File: src/logic/mode_cfg_pkg.sv
package mode_cfg_pkg;
   // wishbone geometry: register index = byte address / 4
   localparam int unsigned ADR_W = 8;
   localparam int unsigned DAT_W = 32;
   localparam int unsigned SEL_W = 4;
   localparam int unsigned IDX_LSB = 2;
   localparam int unsigned IDX_W = 6;
   localparam int unsigned REG_W = 8;
   localparam logic [IDX_W-1:0] IDX_TEST_RESET = 6'h00;
   localparam logic [IDX_W-1:0] IDX_PATH_MODE = 6'h08;
   localparam logic [IDX_W-1:0] IDX_TX_PLL = 6'h09;
   localparam logic [REG_W-1:0] REG_RESET = 8'h00;

   // test_and_soft_reset fields
   localparam int unsigned FORCE_LSB = 4;
   localparam int unsigned FORCE_W = 2;
   // path_mode_config fields
   localparam int unsigned MODE_W = 4;
   localparam int unsigned RX_MODE_LSB = 0;
   localparam int unsigned TX_MODE_LSB = 4;
   // transmit_pll_control fields
   localparam int unsigned TCS_LSB = 0;
   localparam int unsigned PLL_REF_BIT = 2;
   localparam int unsigned PLL_IN_LSB = 3;
   localparam int unsigned PLL_PIN_BIT = 5;
   localparam int unsigned PLL_OUT_LSB = 6;
   localparam int unsigned SEL2_W = 2;

   // bit meaning inside a mode code
   localparam int unsigned MODE_SYNC_BIT = 3;
   localparam int unsigned MODE_E1_BIT = 2;
   localparam int unsigned MODE_J1_BIT = 1;
   localparam int unsigned MODE_ESF_BIT = 0;
   localparam int unsigned MODE_CAS_BIT = 0;
   localparam int unsigned MODE_CRC_BIT = 1;
   localparam int unsigned MODE_RSV_BIT = 2;

   // order follows {output_force_hi_sel, output_force_lo_sel}
   typedef enum logic [1:0] {FORCE_NONE, FORCE_FLOAT, FORCE_LOW, FORCE_HIGH} pin_force_t;
   typedef enum logic [1:0] {TXCLK_PIN, TXCLK_PLL, TXCLK_MCLK, TXCLK_RCLK} tx_clk_src_t;
   typedef enum logic [1:0] {RATE_1544K, RATE_2048K, RATE_64K, RATE_6312K} clk_rate_t;
   typedef enum logic [1:0] {FAM_T1, FAM_J1, FAM_E1, FAM_SYNC} line_family_t;
   typedef enum logic [1:0] {SYNC_2048K, SYNC_64K_8K, SYNC_64K_8K_400, SYNC_6312K} sync_if_t;

   typedef struct packed {
      line_family_t family;
      logic esf;
      logic cas;
      logic crc4;
      sync_if_t sync_kind;
      logic reserved;
   } path_mode_t;

   typedef struct packed {
      logic tx_clock;
      logic pll_ref;
      logic pll_out;
   } clk_pins_t;

   typedef struct packed {
      logic tx_pin;
      logic pll_clk;
      logic mclk;
      logic rclk;
      logic pll_raw;
   } clk_in_t;

   localparam int unsigned PIN_W = $bits(clk_pins_t);
endpackage : mode_cfg_pkg

File: src/logic/path_mode_decoder.sv
`timescale 1ns/1ns
`default_nettype none
module path_mode_decoder
   import mode_cfg_pkg::*;
#(
   parameter bit TX_PATH = 1'b0
) (
   input wire logic [MODE_W-1:0] i_code,
   output path_mode_t o_mode
);
   wire logic is_sync;
   wire logic is_e1;
   wire logic is_t1j1;
   assign is_sync = i_code[MODE_SYNC_BIT];
   assign is_e1 = !is_sync && i_code[MODE_E1_BIT];
   assign is_t1j1 = !is_sync && !is_e1;
   assign o_mode.family = is_sync ? FAM_SYNC : is_e1 ? FAM_E1 :
                          i_code[MODE_J1_BIT] ? FAM_J1 : FAM_T1;
   assign o_mode.esf = is_t1j1 && i_code[MODE_ESF_BIT];
   // transmit cas comes from serial data, so no cas framing on tx
   assign o_mode.cas = !TX_PATH && is_e1 && i_code[MODE_CAS_BIT];
   assign o_mode.crc4 = is_e1 && i_code[MODE_CRC_BIT];
   assign o_mode.sync_kind = is_sync ? sync_if_t'(i_code[1:0]) : SYNC_2048K;
   assign o_mode.reserved = is_sync ? i_code[MODE_RSV_BIT] :
                            (TX_PATH && is_e1 && i_code[MODE_CAS_BIT]);
endmodule : path_mode_decoder
`default_nettype wire

File: src/logic/pin_force.sv
`timescale 1ns/1ns
`default_nettype none
module pin_force
   import mode_cfg_pkg::*;
#(
   parameter int unsigned W = PIN_W
) (
   input wire pin_force_t i_force,
   input wire logic [W-1:0] i_val,
   output logic [W-1:0] o_val,
   output logic [W-1:0] o_oe
);
   assign o_oe = (i_force == FORCE_FLOAT) ? '0 : '1;
   assign o_val = (i_force == FORCE_NONE) ? i_val :
                  (i_force == FORCE_HIGH) ? '1 : '0;
endmodule : pin_force
`default_nettype wire

File: src/logic/mode_and_tx_clock_config.sv
// Operation
// RULE_01: test code 00 drives pins normally; 01 floats all pins and parallel port.
// RULE_02: test code 10 drives pins low, 11 high; parallel port excluded.
// RULE_03: software writes zero to unused test register bits 1-3 and 6-7.
// RULE_04: mode low nibble picks receive mode; codes 0-7 are T1/J1/E1 framings.
// RULE_05: receive codes 8-11 pick sync interfaces; 12-15 reserved, not used.
// RULE_06: mode high nibble picks transmit mode; codes 0-3 are T1/J1 framings.
// RULE_07: with transmit T1 ESF, software keeps frame sync enable cleared.
// RULE_08: transmit code 4 is E1 FAS, 6 is E1 CRC4; 5 and 7 reserved.
// RULE_09: external source embeds cas and multiframe word in timeslot 16.
// RULE_10: transmit codes 8-11 pick sync interfaces; 12-15 reserved, not used.
// RULE_11: 6312kHz transmit also needs pll output rate set to 6312kHz.
// RULE_12: clock select 00 pin, 01 pll, 10 scaled master, 11 recovered.
// RULE_13: pll reference is recovered clock at 0, transmit clock pin at 1.
// RULE_14: pll input rate codes 0-3 mean 1.544M, 2.048M, 64k, 6312k.
// RULE_15: pll pin carries raw pll at 0, transmit clock mux at 1.
// RULE_16: pll output rate field bits 6-7, codes 0-3 as input rates.
// RULE_17: any reset clears every configuration register to zero; here only i_rstn clears them, a write to the reset bit does nothing.
// RULE_18: after reset both paths are T1 D4, transmit clock from pin.
//
// Our own choice: the Wishbone slave port.
`timescale 1ns/1ns
`default_nettype none
module mode_and_tx_clock_config
   import mode_cfg_pkg::*;
(
   input wire logic i_core_clk,
   input wire logic i_rstn,
   input wire logic i_wb_cyc,
   input wire logic i_wb_stb,
   input wire logic i_wb_we,
   input wire logic [ADR_W-1:0] i_wb_adr,
   input wire logic [SEL_W-1:0] i_wb_sel,
   input wire logic [DAT_W-1:0] i_wb_dat,
   output logic [DAT_W-1:0] o_wb_dat,
   output logic o_wb_ack,
   input wire logic i_transmit_clock_pin,
   input wire logic i_pll_clk,
   input wire logic i_scaled_mclk,
   input wire logic i_recovered_clk,
   input wire logic i_pll_raw,
   output clk_pins_t o_pins,
   output logic [PIN_W-1:0] o_pins_oe,
   output logic o_pport_drive_en,
   output path_mode_t o_receive_path_mode,
   output path_mode_t o_transmit_path_mode,
   output clk_rate_t o_pll_input_rate,
   output clk_rate_t o_pll_output_rate
);
   // registers
   pin_force_t force_ff;
   logic [REG_W-1:0] path_mode_config_ff;
   logic [REG_W-1:0] transmit_pll_control_ff;
   logic ack_ff;
   logic [DAT_W-1:0] rdata_ff;
   clk_in_t sync1_ff;
   clk_in_t sync2_ff;
   clk_pins_t pins_ff;
   logic [PIN_W-1:0] pins_oe_ff;
   logic pport_en_ff;
   path_mode_t rx_mode_ff;
   path_mode_t tx_mode_ff;
   clk_rate_t in_rate_ff;
   clk_rate_t out_rate_ff;

   // bus decode
   wire logic req;
   wire logic wr_commit;
   wire logic [IDX_W-1:0] idx;
   wire logic hit_test;
   wire logic hit_mode;
   wire logic hit_pll;
   wire logic lane0_wr;
   assign req = i_wb_cyc && i_wb_stb;
   assign idx = i_wb_adr[IDX_LSB +: IDX_W];
   // low address bits other than the index must be zero to hit
   assign hit_test = (idx == IDX_TEST_RESET) && (i_wb_adr[IDX_LSB-1:0] == '0);
   assign hit_mode = (idx == IDX_PATH_MODE) && (i_wb_adr[IDX_LSB-1:0] == '0);
   assign hit_pll = (idx == IDX_TX_PLL) && (i_wb_adr[IDX_LSB-1:0] == '0);
   // write lands on the edge where the master sees ack
   assign wr_commit = req && ack_ff && i_wb_we;
   assign lane0_wr = wr_commit && i_wb_sel[0];

   wire pin_force_t nxt_force;
   wire logic [REG_W-1:0] nxt_path_mode;
   wire logic [REG_W-1:0] nxt_tx_pll;
   // only the force field is stored; unused bits and the reset bit read zero [RULE_03]
   assign nxt_force = (lane0_wr && hit_test) ?
                      pin_force_t'(i_wb_dat[FORCE_LSB +: FORCE_W]) : force_ff;
   assign nxt_path_mode = (lane0_wr && hit_mode) ? i_wb_dat[REG_W-1:0] :
                          path_mode_config_ff;
   assign nxt_tx_pll = (lane0_wr && hit_pll) ? i_wb_dat[REG_W-1:0] :
                       transmit_pll_control_ff;

   wire logic [REG_W-1:0] test_view;
   wire logic [REG_W-1:0] rd_byte;
   wire logic [DAT_W-1:0] nxt_rdata;
   wire logic nxt_ack;
   assign test_view = REG_W'(force_ff) << FORCE_LSB;
   // unmapped addresses still ack, reading zero and ignoring writes
   assign rd_byte = hit_test ? test_view :
                    hit_mode ? path_mode_config_ff :
                    hit_pll ? transmit_pll_control_ff : REG_RESET;
   assign nxt_rdata = DAT_W'(rd_byte);
   assign nxt_ack = req && !ack_ff;

   // one-cycle ack, registered a cycle after the request, so one wait state
   always_ff @(posedge i_core_clk or negedge i_rstn) begin
      if (!i_rstn) begin
         ack_ff <= 1'b0;
         rdata_ff <= '0;
      end else begin
         ack_ff <= nxt_ack;
         rdata_ff <= nxt_rdata;
      end
   end

   always_ff @(posedge i_core_clk or negedge i_rstn) begin
      if (!i_rstn) begin
         force_ff <= FORCE_NONE; // [RULE_17]
         path_mode_config_ff <= REG_RESET; // [RULE_17] [RULE_18]
         transmit_pll_control_ff <= REG_RESET; // [RULE_17] [RULE_18]
      end else begin
         force_ff <= nxt_force;
         path_mode_config_ff <= nxt_path_mode;
         transmit_pll_control_ff <= nxt_tx_pll;
      end
   end

   // field views
   wire tx_clk_src_t tcs;
   wire logic pll_ref_sel;
   wire logic pll_pin_sel;
   assign tcs = tx_clk_src_t'(transmit_pll_control_ff[TCS_LSB +: SEL2_W]);
   assign pll_ref_sel = transmit_pll_control_ff[PLL_REF_BIT];
   assign pll_pin_sel = transmit_pll_control_ff[PLL_PIN_BIT];

   // mode decode
   path_mode_t rx_mode;
   path_mode_t tx_mode;
   path_mode_decoder #(
      .TX_PATH(1'b0)
   ) u_rx_decode (
      .i_code(path_mode_config_ff[RX_MODE_LSB +: MODE_W]), // [RULE_04] [RULE_05]
      .o_mode(rx_mode)
   );
   path_mode_decoder #(
      .TX_PATH(1'b1)
   ) u_tx_decode (
      .i_code(path_mode_config_ff[TX_MODE_LSB +: MODE_W]), // [RULE_06] [RULE_08] [RULE_10]
      .o_mode(tx_mode)
   );

   // clocks arrive from pins: two flops before any mux reads them
   clk_in_t clk_raw;
   assign clk_raw.tx_pin = i_transmit_clock_pin;
   assign clk_raw.pll_clk = i_pll_clk;
   assign clk_raw.mclk = i_scaled_mclk;
   assign clk_raw.rclk = i_recovered_clk;
   assign clk_raw.pll_raw = i_pll_raw;

   always_ff @(posedge i_core_clk or negedge i_rstn) begin
      if (!i_rstn) begin
         sync1_ff <= '0;
         sync2_ff <= '0;
      end else begin
         sync1_ff <= clk_raw;
         sync2_ff <= sync1_ff;
      end
   end

   // clock muxes; sampled at core rate, so inputs must be well below 62.5 MHz
   wire logic tx_clk_mux;
   wire logic pll_ref_mux;
   wire logic pll_pin_mux;
   assign tx_clk_mux = (tcs == TXCLK_PIN) ? sync2_ff.tx_pin : // [RULE_12]
                       (tcs == TXCLK_PLL) ? sync2_ff.pll_clk :
                       (tcs == TXCLK_MCLK) ? sync2_ff.mclk : sync2_ff.rclk;
   assign pll_ref_mux = pll_ref_sel ? sync2_ff.tx_pin : sync2_ff.rclk; // [RULE_13]
   assign pll_pin_mux = pll_pin_sel ? tx_clk_mux : sync2_ff.pll_raw; // [RULE_15]

   clk_pins_t pins_func;
   assign pins_func.tx_clock = tx_clk_mux;
   assign pins_func.pll_ref = pll_ref_mux;
   assign pins_func.pll_out = pll_pin_mux;

   wire logic [PIN_W-1:0] pins_forced;
   wire logic [PIN_W-1:0] pins_oe_forced;
   pin_force #(
      .W(PIN_W)
   ) u_force (
      .i_force(force_ff), // [RULE_01] [RULE_02]
      .i_val(pins_func),
      .o_val(pins_forced),
      .o_oe(pins_oe_forced)
   );
   wire logic nxt_pport_en;
   // parallel port floats only in the float test mode
   assign nxt_pport_en = (force_ff != FORCE_FLOAT); // [RULE_01] [RULE_02]

   always_ff @(posedge i_core_clk or negedge i_rstn) begin
      if (!i_rstn) begin
         pins_ff <= '0;
         pins_oe_ff <= '0;
         pport_en_ff <= 1'b0;
      end else begin
         pins_ff <= clk_pins_t'(pins_forced);
         pins_oe_ff <= pins_oe_forced;
         pport_en_ff <= nxt_pport_en;
      end
   end

   // rate fields feed the pll; a 6312kHz transmit needs both fields set by software
   always_ff @(posedge i_core_clk or negedge i_rstn) begin
      if (!i_rstn) begin
         rx_mode_ff <= '0;
         tx_mode_ff <= '0;
         in_rate_ff <= RATE_1544K;
         out_rate_ff <= RATE_1544K;
      end else begin
         rx_mode_ff <= rx_mode;
         tx_mode_ff <= tx_mode;
         in_rate_ff <= clk_rate_t'(transmit_pll_control_ff[PLL_IN_LSB +: SEL2_W]); // [RULE_14]
         out_rate_ff <= clk_rate_t'(transmit_pll_control_ff[PLL_OUT_LSB +: SEL2_W]); // [RULE_16]
      end
   end

   assign o_wb_ack = ack_ff;
   assign o_wb_dat = rdata_ff;
   assign o_pins = pins_ff;
   assign o_pins_oe = pins_oe_ff;
   assign o_pport_drive_en = pport_en_ff;
   assign o_receive_path_mode = rx_mode_ff;
   assign o_transmit_path_mode = tx_mode_ff;
   assign o_pll_input_rate = in_rate_ff;
   assign o_pll_output_rate = out_rate_ff;
endmodule : mode_and_tx_clock_config
`default_nettype wire

File: config.mk
export PLATFORM = sky130hd
export DESIGN_NAME = mode_and_tx_clock_config
export DESIGN_NICKNAME = d
export VERILOG_FILES = /design/src/logic/mode_cfg_pkg.sv /design/src/logic/path_mode_decoder.sv /design/src/logic/pin_force.sv /design/src/logic/mode_and_tx_clock_config.sv
export SDC_FILE = /design/constraint.sdc
export NUM_CORES = 1
export LEC_CHECK = 0
export BUFFER_PORTS_ARGS = -buffer_cell sky130_fd_sc_hd__buf_2
export CAP_MARGIN = 0
export CORE_MARGIN = 5
export CORE_UTILIZATION = 46
export DETAILED_ROUTE_END_ITERATION = 16
export GPL_TIMING_DRIVEN = 0
export PLACE_DENSITY_LB_ADDON = 0.15
export SYNTH_ARGS = -nofsm -noshare
export SYNTH_HDL_FRONTEND = slang
export SYNTH_SLANG_ARGS = --single-unit
File: constraint.sdc
create_clock -name i_core_clk -period 1.87 [get_ports i_core_clk]
set_clock_uncertainty 0.1 [all_clocks]
set_input_delay 0.187 -clock i_core_clk [delete_from_list [all_inputs] [get_ports i_core_clk]]
set_output_delay 0.187 -clock i_core_clk [all_outputs]
set_load 0.05 [all_outputs]
# Yosys cells after proc, flatten, opt, wreduce, memory -nomap -nowiden
# Index checks and enable logic that the tools add are counted.
totals:
  register_bits: 63
  word_cells: 91
  input_bits: 54
  output_inout_bits: 60
op_classes:
  n_reduce_logical: 30
  mux: 21
  eq_ne: 7
ops:
  columns: ["operator", "n"]
  rows:
  - ["2-to-1 mux 8 bit", 3]
  - ["logical AND 1 bit", 21]
  - ["== test 6 x 4 -> 1 bit (second input constant)", 2]
  - ["2-to-1 mux 2 bit", 6]
  - ["2-to-1 mux 1 bit", 9]
  - ["2-to-1 mux 3 bit", 3]
  - ["zero test 2 bit", 3]
  - ["zero test 6 bit", 1]
  - ["zero test 1 bit", 5]
  - ["== test 2 x 1 -> 1 bit (second input constant)", 2]
  - ["== test 2 bit (second input constant)", 2]
  - ["inequality test 2 x 1 -> 1 bit (second input constant)", 1]

# Longest topological paths before layout
# Gate-level depths: netlist (run 1).
logic_depth:
  ltp_word: 6
  depth_mapped: 5
  ltp_nobuf: 4

# By module
# From an unflattened synthesis (run 1), not the netlist that was laid out.
hier_totals:
  hier_cells: 175
  hier_area_um2: 2481.1
modules_own_cells:
  columns: ["module", "area_per_inst_um2", "cells_per_inst", "n_inst", "seq_area_each_um2"]
  rows:
  - ["mode_and_tx_clock_config", 2290.9, 146, 1, 1601.5]
  - ["path_mode_decoder (u_tx_decode)", 72.6, 12, 1, 0.0]
  - ["path_mode_decoder (u_rx_decode)", 61.3, 9, 1, 0.0]
  - ["pin_force", 56.3, 8, 1, 0.0]

# Worst setup path before layout (run 1)
# OpenSTA, ideal clock, no wires.
synth_path:
  path_kind: "register to register"
  from: "register ack_ff (netlist: o_wb_ack)"
  to: "register transmit_pll_control_ff[0]"
  required_time_ns: 1.645
  setup_slack_ns: -0.044
  stages_incl_launch_ff: 4
  path_buffers: 0
  arrival_time_ns: 1.689
  synth_period_minus_slack_ns: 1.914
  setup_time_ns: 0.125
  cell_sequence: "dfrtp_1 nand2_1 nor4_4 mux2_2"
synth_between:
  elab_chain_cells: 4
synth_lines:
  columns: ["item", "line_no", "text"]
  rows:
  - ["start: declaration", "mode_and_tx_clock_config.sv:54", "logic ack_ff;"]
  - ["start signal: assignment", "mode_and_tx_clock_config.sv:113", "ack_ff <= nxt_ack;"]
  - ["logical AND 1 bit (2 in series)", "mode_and_tx_clock_config.sv:81", "assign wr_commit = req && ack_ff && i_wb_we;"]
  - ["logical AND 1 bit", "mode_and_tx_clock_config.sv:82", "assign lane0_wr = wr_commit && i_wb_sel[0];"]
  - ["logical AND 1 bit", "mode_and_tx_clock_config.sv:92", "assign nxt_tx_pll = (lane0_wr && hit_pll) ? i_wb_dat[REG_W-1:0] :"]
  - ["end signal: assignment", "mode_and_tx_clock_config.sv:126", "transmit_pll_control_ff <= nxt_tx_pll;"]
  - ["end: declaration", "mode_and_tx_clock_config.sv:53", "logic [REG_W-1:0] transmit_pll_control_ff;"]
# Every way passes these cells.
# A chain may end at the register's enable or synchronous reset.

# Worst setup path in the final report (run 1)
layout_path:
  from: "register ack_ff (netlist: o_wb_ack)"
  to: "register transmit_pll_control_ff[7]"
# The elaborated chain is that of the path after synthesis.

==> impl_metrics.yaml, run 1 <==
clock_tree:
  cts_tree: "built"
  cts_buffers: 9
  cts.clk_slew.worst_paths_ps: 60
  cts_resized: 0
  postCtsSetupRepairBufs: 0
  cts_sinks: 60
  insertion_delay_ps: 330
  cts-root-buf: "clkbuf_8"
  cts_max_path_buffers: 2
  h-tree-depth: 3
route:
  drc: 0
  via_per_inst: 4.17
  ant_nets: 0
  wl_per_cell_um: 12.0
  dr.first_iter.drc_count: 85
  vias: 1481
  routed_wirelength_um: 4260
  dr.pass1.iters: 4
finish:
  synthToLayoutAreaGrowth_pct: 32.2
  final_util: 0.619
  antenna_cells: 0
  finalNetCount: 334
  design_area_um2: 3140
  drive_above_1_share: 0.463
  fillCellCount: 435
yosys:
  syn_area_um2: 2370
  ys.flop_type: "dfrtp_1"
  synth-xor-area-share: 0
  synthAdderAreaFrac: 0
  synth_sequential_area_ratio: 0.632
  synth_compound_area_frac: 0.0179
  synthMuxAreaShare: 0.134
  synth.top_cell.area_share: 0.632
  yosys.area_share.simple: 0.118
  synth_cells: 173
  synth_area_leaders: "dfrtp_1 (63%), mux2_2 (9.0%), buf_4 (8.9%)"
  syn_avg_cell_area_um2: 13.7
  synth_seq_cells: 60
  synth_top_area_cell: "dfrtp_1"
  async_reset_ff_frac: 1.00
  ys_warn_count: 0
  synth_top_family_by_area: "multiplexers"
  synth_edf_count: 0
  synth.distinct_cells: 27
placed_design:
  place_ws_ps: -378
  gp_congestion: 0.735
  dpl_cell_area_um2: 2860
  hpwl_um: 3040
  port_buffers: 61
timing:
  setup_violations: 0
  worstMarginPinSlew_ps: 738
  fin_ws_ps: 138
  hold_violations: 0
  fin_crit_sh: 0.926
  rsz0062_at_grt: "false"
  slew_headroom: 0.508
  report.final.slew_viol_count: 0
  fmax_ghz: 0.577
  period_needed_ps: 1730
global_route:
  grt-ovfl-total: 0
  grtUsageTotal: 0.139
  antenna_found_initial: 0
  first_global_vias: 1427
  grt_pass1_wl_um: 6690
  grt_max_degree: 61
pwr:
  leakagePower_nw: 1.73
  p_total_mw: 2.58
  internal_power_mw: 1.91
  pwr-share-clk: 0.377
  power_frac_comb: 0.110
  p_seq_frac: 0.513
  max-vdd-ir-drop_uv: 496
  switching_share: 0.258
  switchingPower_mw: 0.666
  cellPowerDensity_nw_per_um2: 820
floorplan:
  fp.dieW_um: 81.9
  rows: 26
  initial_core_util: 0.468
  io_pins: 114
  die_area_um2: 6700
  coreArea_um2: 5070
  die-height_um: 81.9
min_path:
  hold_path.class: "in2reg"
critical_path:
  critPathMaxFanout: 8
  worstSetupEndpointType: "flop"
  crit_required_ps: 1980
  cp.arrival_ps: 1840
  regToRegSetupSlack_ps: 140
  worstSetupStartpointType: "flop"
  path_class: "reg2reg"
status:
  status: "completed"
run:
  maxCapViolations: 0
==> repair_timing <==
| action | 4_1_cts | 5_1_grt |
|---|---|---|
| setup endpoints to repair | 8 | 1 |
| pin swaps | 1 | 1 |
| endpoints found under the hold margin | 13 | 60 |
| hold buffers | 10 | 1 |
| gates cloned | 0 | 0 |
==> layout make-up <==
cell class | instances | area (um^2) | share of cell area
Clock buffer | 11 | 141 | 0.0450
Tap cell | 70 | 87.6 | 0.0279
Inverter | 4 | 15.0 | 0.00478
Sequential cell | 60 | 1500 | 0.478
Timing Repair Buffer | 72 | 418 | 0.133
Buffer | 29 | 214 | 0.0681
Clock inverter | 5 | 27.5 | 0.00876
Multi-Input combinational cell | 104 | 734 | 0.234
==> cell usage in the layout (no fill, tap or decap), drive strengths merged, types with 3 or more instances in the layout <==
| cell type | netlist | layout |
|---|---|---|
| nor3 | 3 | 3 |
| nand2 | 10 | 10 |
| dfrtp | 60 | 60 |
| clkbuf | 1 | 12 |
| mux2 | 20 | 20 |
| conb | 1 | 25 |
| mux2i | 7 | 7 |
| and2 | 5 | 5 |
| dlygate4sd3 | 0 | 11 |
| buf | 28 | 89 |
| inv | 4 | 4 |
| clkinv | 0 | 4 |
| nor2 | 13 | 13 |
==> worst max-delay path, cell delays in order, from the launching register on <==
cell and delay (ps):
dfrtp_2 380, nand2_1 130, nor4_4 610, mux2_2 400
==> power groups by stage <==
stage          Combinational (mW)  Sequential, mW  Clock [mW]
3_3_place_gp                0.265            1.34           0
6_report                    0.284            1.32       0.971
2_1_floorplan               0.178            1.36           0
4_1_cts                     0.282            1.32        1.00
3_5_place_dp                0.266            1.34           0
5_1_grt                     0.306            1.32        1.07
==> sequential cells by signal (all words and copies together) (netlist names), 2 cells and up <==
name                     cells
force_ff                     2
o_pins                       3
o_pll_input_rate             2
o_pll_output_rate            2
o_receive_path_mode          8
o_transmit_path_mode         7
o_wb_dat                     8
path_mode_config_ff          8
sync1_ff                     5
sync2_ff                     5
transmit_pll_control_ff      8
==> final timing paths <==
path | startpoint | to | cells after the start
worst max-delay path | o_wb_ack | transmit_pll_control_ff[7] | 3
worst min-delay path | i_wb_dat[1] | transmit_pll_control_ff[1] | 2
worst max register to register | o_wb_ack | transmit_pll_control_ff[7] | 3
worst min register to register | sync1_ff[2] | sync2_ff[2] | 0
max in group asynchronous | i_rstn | o_wb_ack | 2
min in group asynchronous | i_rstn | o_wb_dat[3] | 2
==> through the flow <==
step | TNS [ps] | hold WS, ps | cells
after CTS | 0 | 0.0195 | 354
final | 0 | 14.5 | 355
after global routing | 0 | 6.26 | 355
after floorplan | 0 | -209 | 197
after global placement | -5210 | 197 | 328
after detailed placement | -5490 | 196 | 328
==> cells in the mapped netlist (4+ instances only) <==
cell type  count
dfrtp_1       60
buf_4         28
mux2_2        19
nor2_1        13
nand2_1        9
mux2i_1        7
and2_1         5
inv_1          4
==> metal layers <==
metal  GRT usage  share of wire  vias to the layer above
met4      0.0897          0.023                        0
met3      0.0373          0.077                        8
met5           0              0                        -
li1            -              -                      736
met1       0.175           0.45                      672
met2       0.209           0.45                       65
==> cells by family (layout without fill, tap and decap cells) <==
family | Yosys count | in the layout
AO/OA/AOI/OAI | 6 | 6
buffers and inverters | 33 | 121
AND/OR/NAND/NOR | 45 | 45
multiplexers | 28 | 28
other | 1 | 25
flip-flops | 60 | 60
Power figures use the tool's default switching activity.
==> inputs of run 2 (changes only) <==
- ABC_AREA: unset -> 1
- SETUP_SLACK_MARGIN: unset -> 0.4
==> run 2 against run 1 <==
Register-to-register slack gained 480 ps. Area after synthesis is 1.1% higher. Via count grew 19%. Hold slack better by 7.7 ps. Synthesized cell count rose by 40%. Die area rose by 0.97%. First-iteration DRC count stayed put. Largest cell class unchanged. Cell count up 21%. Critical path type is now in2reg. Critical endpoint is now o_wb_ack. Sequential power about the same. Core utilization rose by 2.0 points. Total power up 6.6%. Fmax rose by 18%.
==> impl_metrics.yaml, run 2 <==
route:
  ant_nets: 0
  vias: 1762
  drc: 0
  via_per_inst: 4.12
  dr.pass1.iters: 4
  routed_wirelength_um: 4490
  dr.first_iter.drc_count: 85
  wl_per_cell_um: 10.5
clock_tree:
  cts.clk_slew.worst_paths_ps: 60
  h-tree-depth: 3
  cts_max_path_buffers: 2
  insertion_delay_ps: 330
  cts_buffers: 9
  cts_tree: "built"
  cts_sinks: 60
  cts-root-buf: "clkbuf_8"
finish:
  fin_cells: 428
  final_util: 0.639
  final_common_cell: "nand2_1"
  final_cell_mix: "nand2_1 (72), buf_2 (61), dfrtp_1 (59)"
  antenna_cells: 0
  drive_above_1_share: 0.335
  synthToLayoutAreaGrowth_pct: 35.0
  finalNetCount: 407
min_path:
  hold_end: "path_mode_config_ff[4]"
  hold_path.class: "in2reg"
  hold_path.startpoint: "i_wb_dat[4]"
  min_path_cells: 3
yosys:
  synth_sequential_area_ratio: 0.625
  synth.top_cell.area_share: 0.625
  ys.flop_type: "dfrtp_1"
  syn_avg_cell_area_um2: 9.88
  async_reset_ff_frac: 1.00
  synth_area_leaders: "dfrtp_1 (63%), nand2_1 (11%), buf_4 (9.1%)"
  ys_warn_count: 0
  syn_area_um2: 2400
  synth_cells: 243
  synth_edf_count: 0
  synth_seq_cells: 60
  synth.distinct_cells: 19
  synth_common_cells: "nand2_1 (72), dfrtp_1 (60), buf_4 (29), nand3_1 (24), inv_1 (19)"
  synth.most_common_cell: "nand2_1"
  synth_top_area_cell: "dfrtp_1"
timing:
  period_needed_ps: 1470
  rsz0062_at_grt: "true"
  fmax_ghz: 0.682
  slew_headroom: 0.528
  tns_ps: 0
  fin_crit_sh: 0.784
  report.final.slew_viol_count: 0
  hold_violations: 0
  setup_violations: 0
  worstMarginPinSlew_ps: 708
critical_path:
  worst_path_most_repeated_cell: "dlygate4sd3_1"
  reg2reg_to: "transmit_pll_control_ff[5]"
  path_cells: "dlygate4sd3_1, buf_2, nand2_1, dlygate4sd3_1, nor2_1"
  crit_slowest_cell: "dlygate4sd3_1"
  r2r_cells: 6
  path_class: "in2reg"
  worstSetupStartpointType: "input port"
  crit_required_ps: 1990
  worstSetupEndpointType: "flop"
  cp.arrival_ps: 1580
  critPathMaxFanout: 2
  worstReg2RegStart: "o_wb_ack"
  critical_path.max_stage_delay_ps: 580
  regToRegSetupSlack_ps: 620
global_route:
  grt_pass1_wl_um: 7640
  first_global_vias: 1765
  grtUsageTotal: 0.153
  grt_max_degree: 61
  antenna_found_initial: 0
  grt-ovfl-total: 0
floorplan:
  io_pins: 114
  die-height_um: 82.2
  initial_core_util: 0.473
  die_area_um2: 6760
  rows: 26
  coreArea_um2: 5070
  fp.dieW_um: 82.2
placed_design:
  port_buffers: 61
  gp_congestion: 0.746
  hpwl_um: 3260
  placed_cells: 398
pwr:
  cellPowerDensity_nw_per_um2: 847
  p_total_mw: 2.75
  max-vdd-ir-drop_uv: 480
  leakagePower_nw: 1.86
status:
  status: "completed"
run:
  maxCapViolations: 0
## run 2: cell types whose count changed after synthesis, sizes merged, moves of 4 or more
| cell | change |
|---|---|
| nand2 | +65 |
| buf | +4 |
| mux2i | -7 |
| nand3 | +22 |
| inv | +16 |
| mux2 | -20 |
| nor2 | +6 |
| and2 | -5 |
| o21ai | +7 |
## run 2: worst max path at each step
stage | start | to | slack (ps) | depth (start not counted)
2_1_floorplan | o_wb_ack | transmit_pll_control_ff[0] | 490 | 6
6_report | i_wb_stb | o_wb_ack | 400 | 5
3_3_place_gp | i_rstn | o_wb_ack | 370 | 1
5_1_grt | i_wb_stb | o_wb_ack | 380 | 5
4_1_cts | i_wb_stb | transmit_pll_control_ff[5] | 430 | 8
3_5_place_dp | i_rstn | o_wb_ack | 370 | 1
## run 2: logic make-up after synthesis
kind of cell / synth area share
other: 0.00156
AOI/OAI and AO/OA: 0.0219
buffers and inverters: 0.133
and+or+nand+nor: 0.218
DFF: 0.625
## run 2: final cells by class
cell class	instances	area, um^2
inverters	20	75.1
clock buffers	12	155
flip-flops and latches	60	1500
clock inverters	4	47.5
plain buffers	32	249
multi-input cells	155	677
repair buffers	75	448
fillers	444	1830
well taps	70	87.6
## run 2: through the flow
step	hold slack (ps)	area (um^2)	setup WS (ps)
after global routing	44.0	3240	384
after floorplan	-209	2490	489
after CTS	2.41	3220	426
after detailed placement	196	2890	371
after global placement	195	2890	367
final	22.2	3240	404
## run 2: worst max-delay path: cells and delay by family
kind / cells / cell delay [ps]
buf+inv: 3 / 1240
simple gates: 2 / 160
## run 2: where the power goes
part	switching [mW]	internal, mW
clock network	0.463	0.683
logic	0.192	0.0867
registers	0.00587	1.32
total	0.661	2.09
## run 2: per-layer routing
layer / track usage / vias up / routed length [um]
met3: 0.0531 / 11 / 379
met5: 0 / - / 0
met1: 0.181 / 768 / 1880
li1: - / 918 / -
met4: 0.0847 / 0 / 102
met2: 0.244 / 65 / 2130
## run 2: repair_timing
| item | CTS | global route |
|---|---|---|
| hold endpoints to repair | 15 | 60 |
| setup buffers | 0 | 0 |
| gates resized for setup | 0 | 3 |
| endpoints found under the setup margin | 0 | 8 |
| hold buffers | 13 | 1 |
==> inputs of run 3 (changes only) <==
- clock period: 1.87 -> 1.46 ns (I/O delays scaled with it)
==> run 3 against run 2 <==
The run now ends with hold timing left. Cell count grew 1.6%. Worst setup slack lost 230 ps. Combinational power grew 37%. Non-clock buffer count grew 7. Hold slack lost 250 ps. First-iteration DRC count shrank 9.4%. Sequential power grew 28%. Core utilization grew 9.9 points. Design area grew 16%. Sequential share of layout area shrank 6.1 points.
==> impl_metrics.yaml, run 3 (same netlist as run 2, synthesis figures left out) <==
route:
  vias: 1860
  dr.first_iter.drc_count: 77
  via_per_inst: 4.28
  drc: 0
  dr.pass1.iters: 4
  wl_per_cell_um: 12.0
  ant_nets: 0
  routed_wirelength_um: 5210
floorplan:
  coreArea_um2: 5070
  io_pins: 114
  rows: 26
  die_area_um2: 6760
  fp.dieW_um: 82.2
  die-height_um: 82.2
  initial_core_util: 0.473
timing:
  fmax_ghz: 0.779
  whs_ps: -229
  rsz0062_at_grt: "true"
  worstMarginPinSlew_ps: 714
  report.final.slew_viol_count: 0
  slew_headroom: 0.524
  setup_violations: 0
  hold_violations: 60
  fin_crit_sh: 0.880
  period_needed_ps: 1280
  fin_ws_ps: 176
min_path:
  hold_path.class: "in2async"
critical_path:
  worstSetupEndpointType: "output pin"
  cp.arrival_ps: 1040
  crit_family: "flip-flops"
  path_cells: "buf_6, buf_8"
  crit_buf_inv: 2
  worstSetupStartpointType: "flop"
  critical_path.max_stage_delay_ps: 440
  crit_required_ps: 1210
  path_class: "reg2out"
  crit_slowest_cell: "dfrtp_2"
  critPathMaxFanout: 4
finish:
  antenna_cells: 0
  final_common_cell: "dfrtp_1"
  synthToLayoutAreaGrowth_pct: 56.0
  final_util: 0.738
  finalNetCount: 414
  drive_above_1_share: 0.441
  final_cell_mix: "dfrtp_1 (56), nand2_1 (54), buf_6 (39)"
global_route:
  antenna_found_initial: 0
  grt_pass1_wl_um: 8380
  grt-ovfl-total: 0
  grtUsageTotal: 0.167
  first_global_vias: 1825
  grt_max_degree: 61
placed_design:
  place_ws_ps: -18.0
  port_buffers: 61
  hpwl_um: 3260
  gp_congestion: 0.738
pwr:
  leakagePower_nw: 1.99
  max-vdd-ir-drop_uv: 724
  p_total_mw: 3.56
  cellPowerDensity_nw_per_um2: 950
status:
  status: "complete, but fails checks"
  violations: "hold timing"
clock_tree:
  cts.clk_slew.worst_paths_ps: 60
  cts_buffers: 9
  cts_tree: "built"
  cts-root-buf: "clkbuf_8"
  cts_sinks: 60
  insertion_delay_ps: 330
  cts_hold_repair.buffers: 14
  h-tree-depth: 3
  cts_max_path_buffers: 2
run:
  maxCapViolations: 0
[run 3: layer usage]
layer  wire, um  global-route usage  up-vias
met5          0                   0        -
met4         44              0.0598        0
met3        347              0.0553        6
met2       2630               0.270       66
met1       2190               0.207      854
li1           -                   -      934
[run 3: stage by stage]
step	setup TNS (ps)	cell area [um^2]	instances
floorplan	0	2510	267
global placement	-3.19	2910	398
global route	0	3740	435
detailed placement	-30.3	2910	398
finish	0	3740	435
CTS	0	3610	432
[run 3: final cells by class]
| class | instances | area [um^2] |
|---|---|---|
| buffer | 32 | 274 |
| clock buffer | 12 | 155 |
| clock inverter | 4 | 47.5 |
| fill | 379 | 1330 |
| inverter | 20 | 75.1 |
| multi-input combinational | 155 | 833 |
| sequential | 60 | 1510 |
| tap | 70 | 87.6 |
| timing repair buffer | 82 | 766 |
[run 3: what timing repair did]
item	in CTS	in global routing
hold endpoints to repair	84	60
cloned	0	1
resized for setup	96	27
endpoints found under the setup margin	58	56
pin swaps	4	10
setup buffers	4	2
[run 3: final timing paths]
path | start | end | slack [ps] | depth (start not counted)
max in group asynchronous | i_rstn | transmit_pll_control_ff[0] | 960 | 1
worst min-delay path | i_rstn | o_wb_dat[7] | -230 | 1
worst max register to register | o_wb_ack | transmit_pll_control_ff[6] | 210 | 6
worst min register to register | sync1_ff[4] | sync2_ff[4] | 250 | 0
min in group i_core_clk | i_wb_adr[0] | force_ff[0] | 120 | 6
worst max-delay path | o_pins_oe[1] | o_pins_oe[2] | 180 | 2
[run 3: power by group]
| part | leakage, nW | internal [mW] | total (mW) | switching, mW |
|---|---|---|---|---|
| clock | 0.102 | 0.875 | 1.48 | 0.605 |
| sequential | 0.797 | 1.68 | 1.69 | 0.0102 |
| combinational | 1.09 | 0.126 | 0.381 | 0.254 |
| total | 1.99 | 2.69 | 3.56 | 0.870 |
[run 3: worst reg2reg max path: stages, from the launching register on]
cell	delay, ps
dfrtp_2	400
nand3_4	80
nor2_4	140
buf_8	170
nand2_8	110
nand2_2	80
nand2_1	50
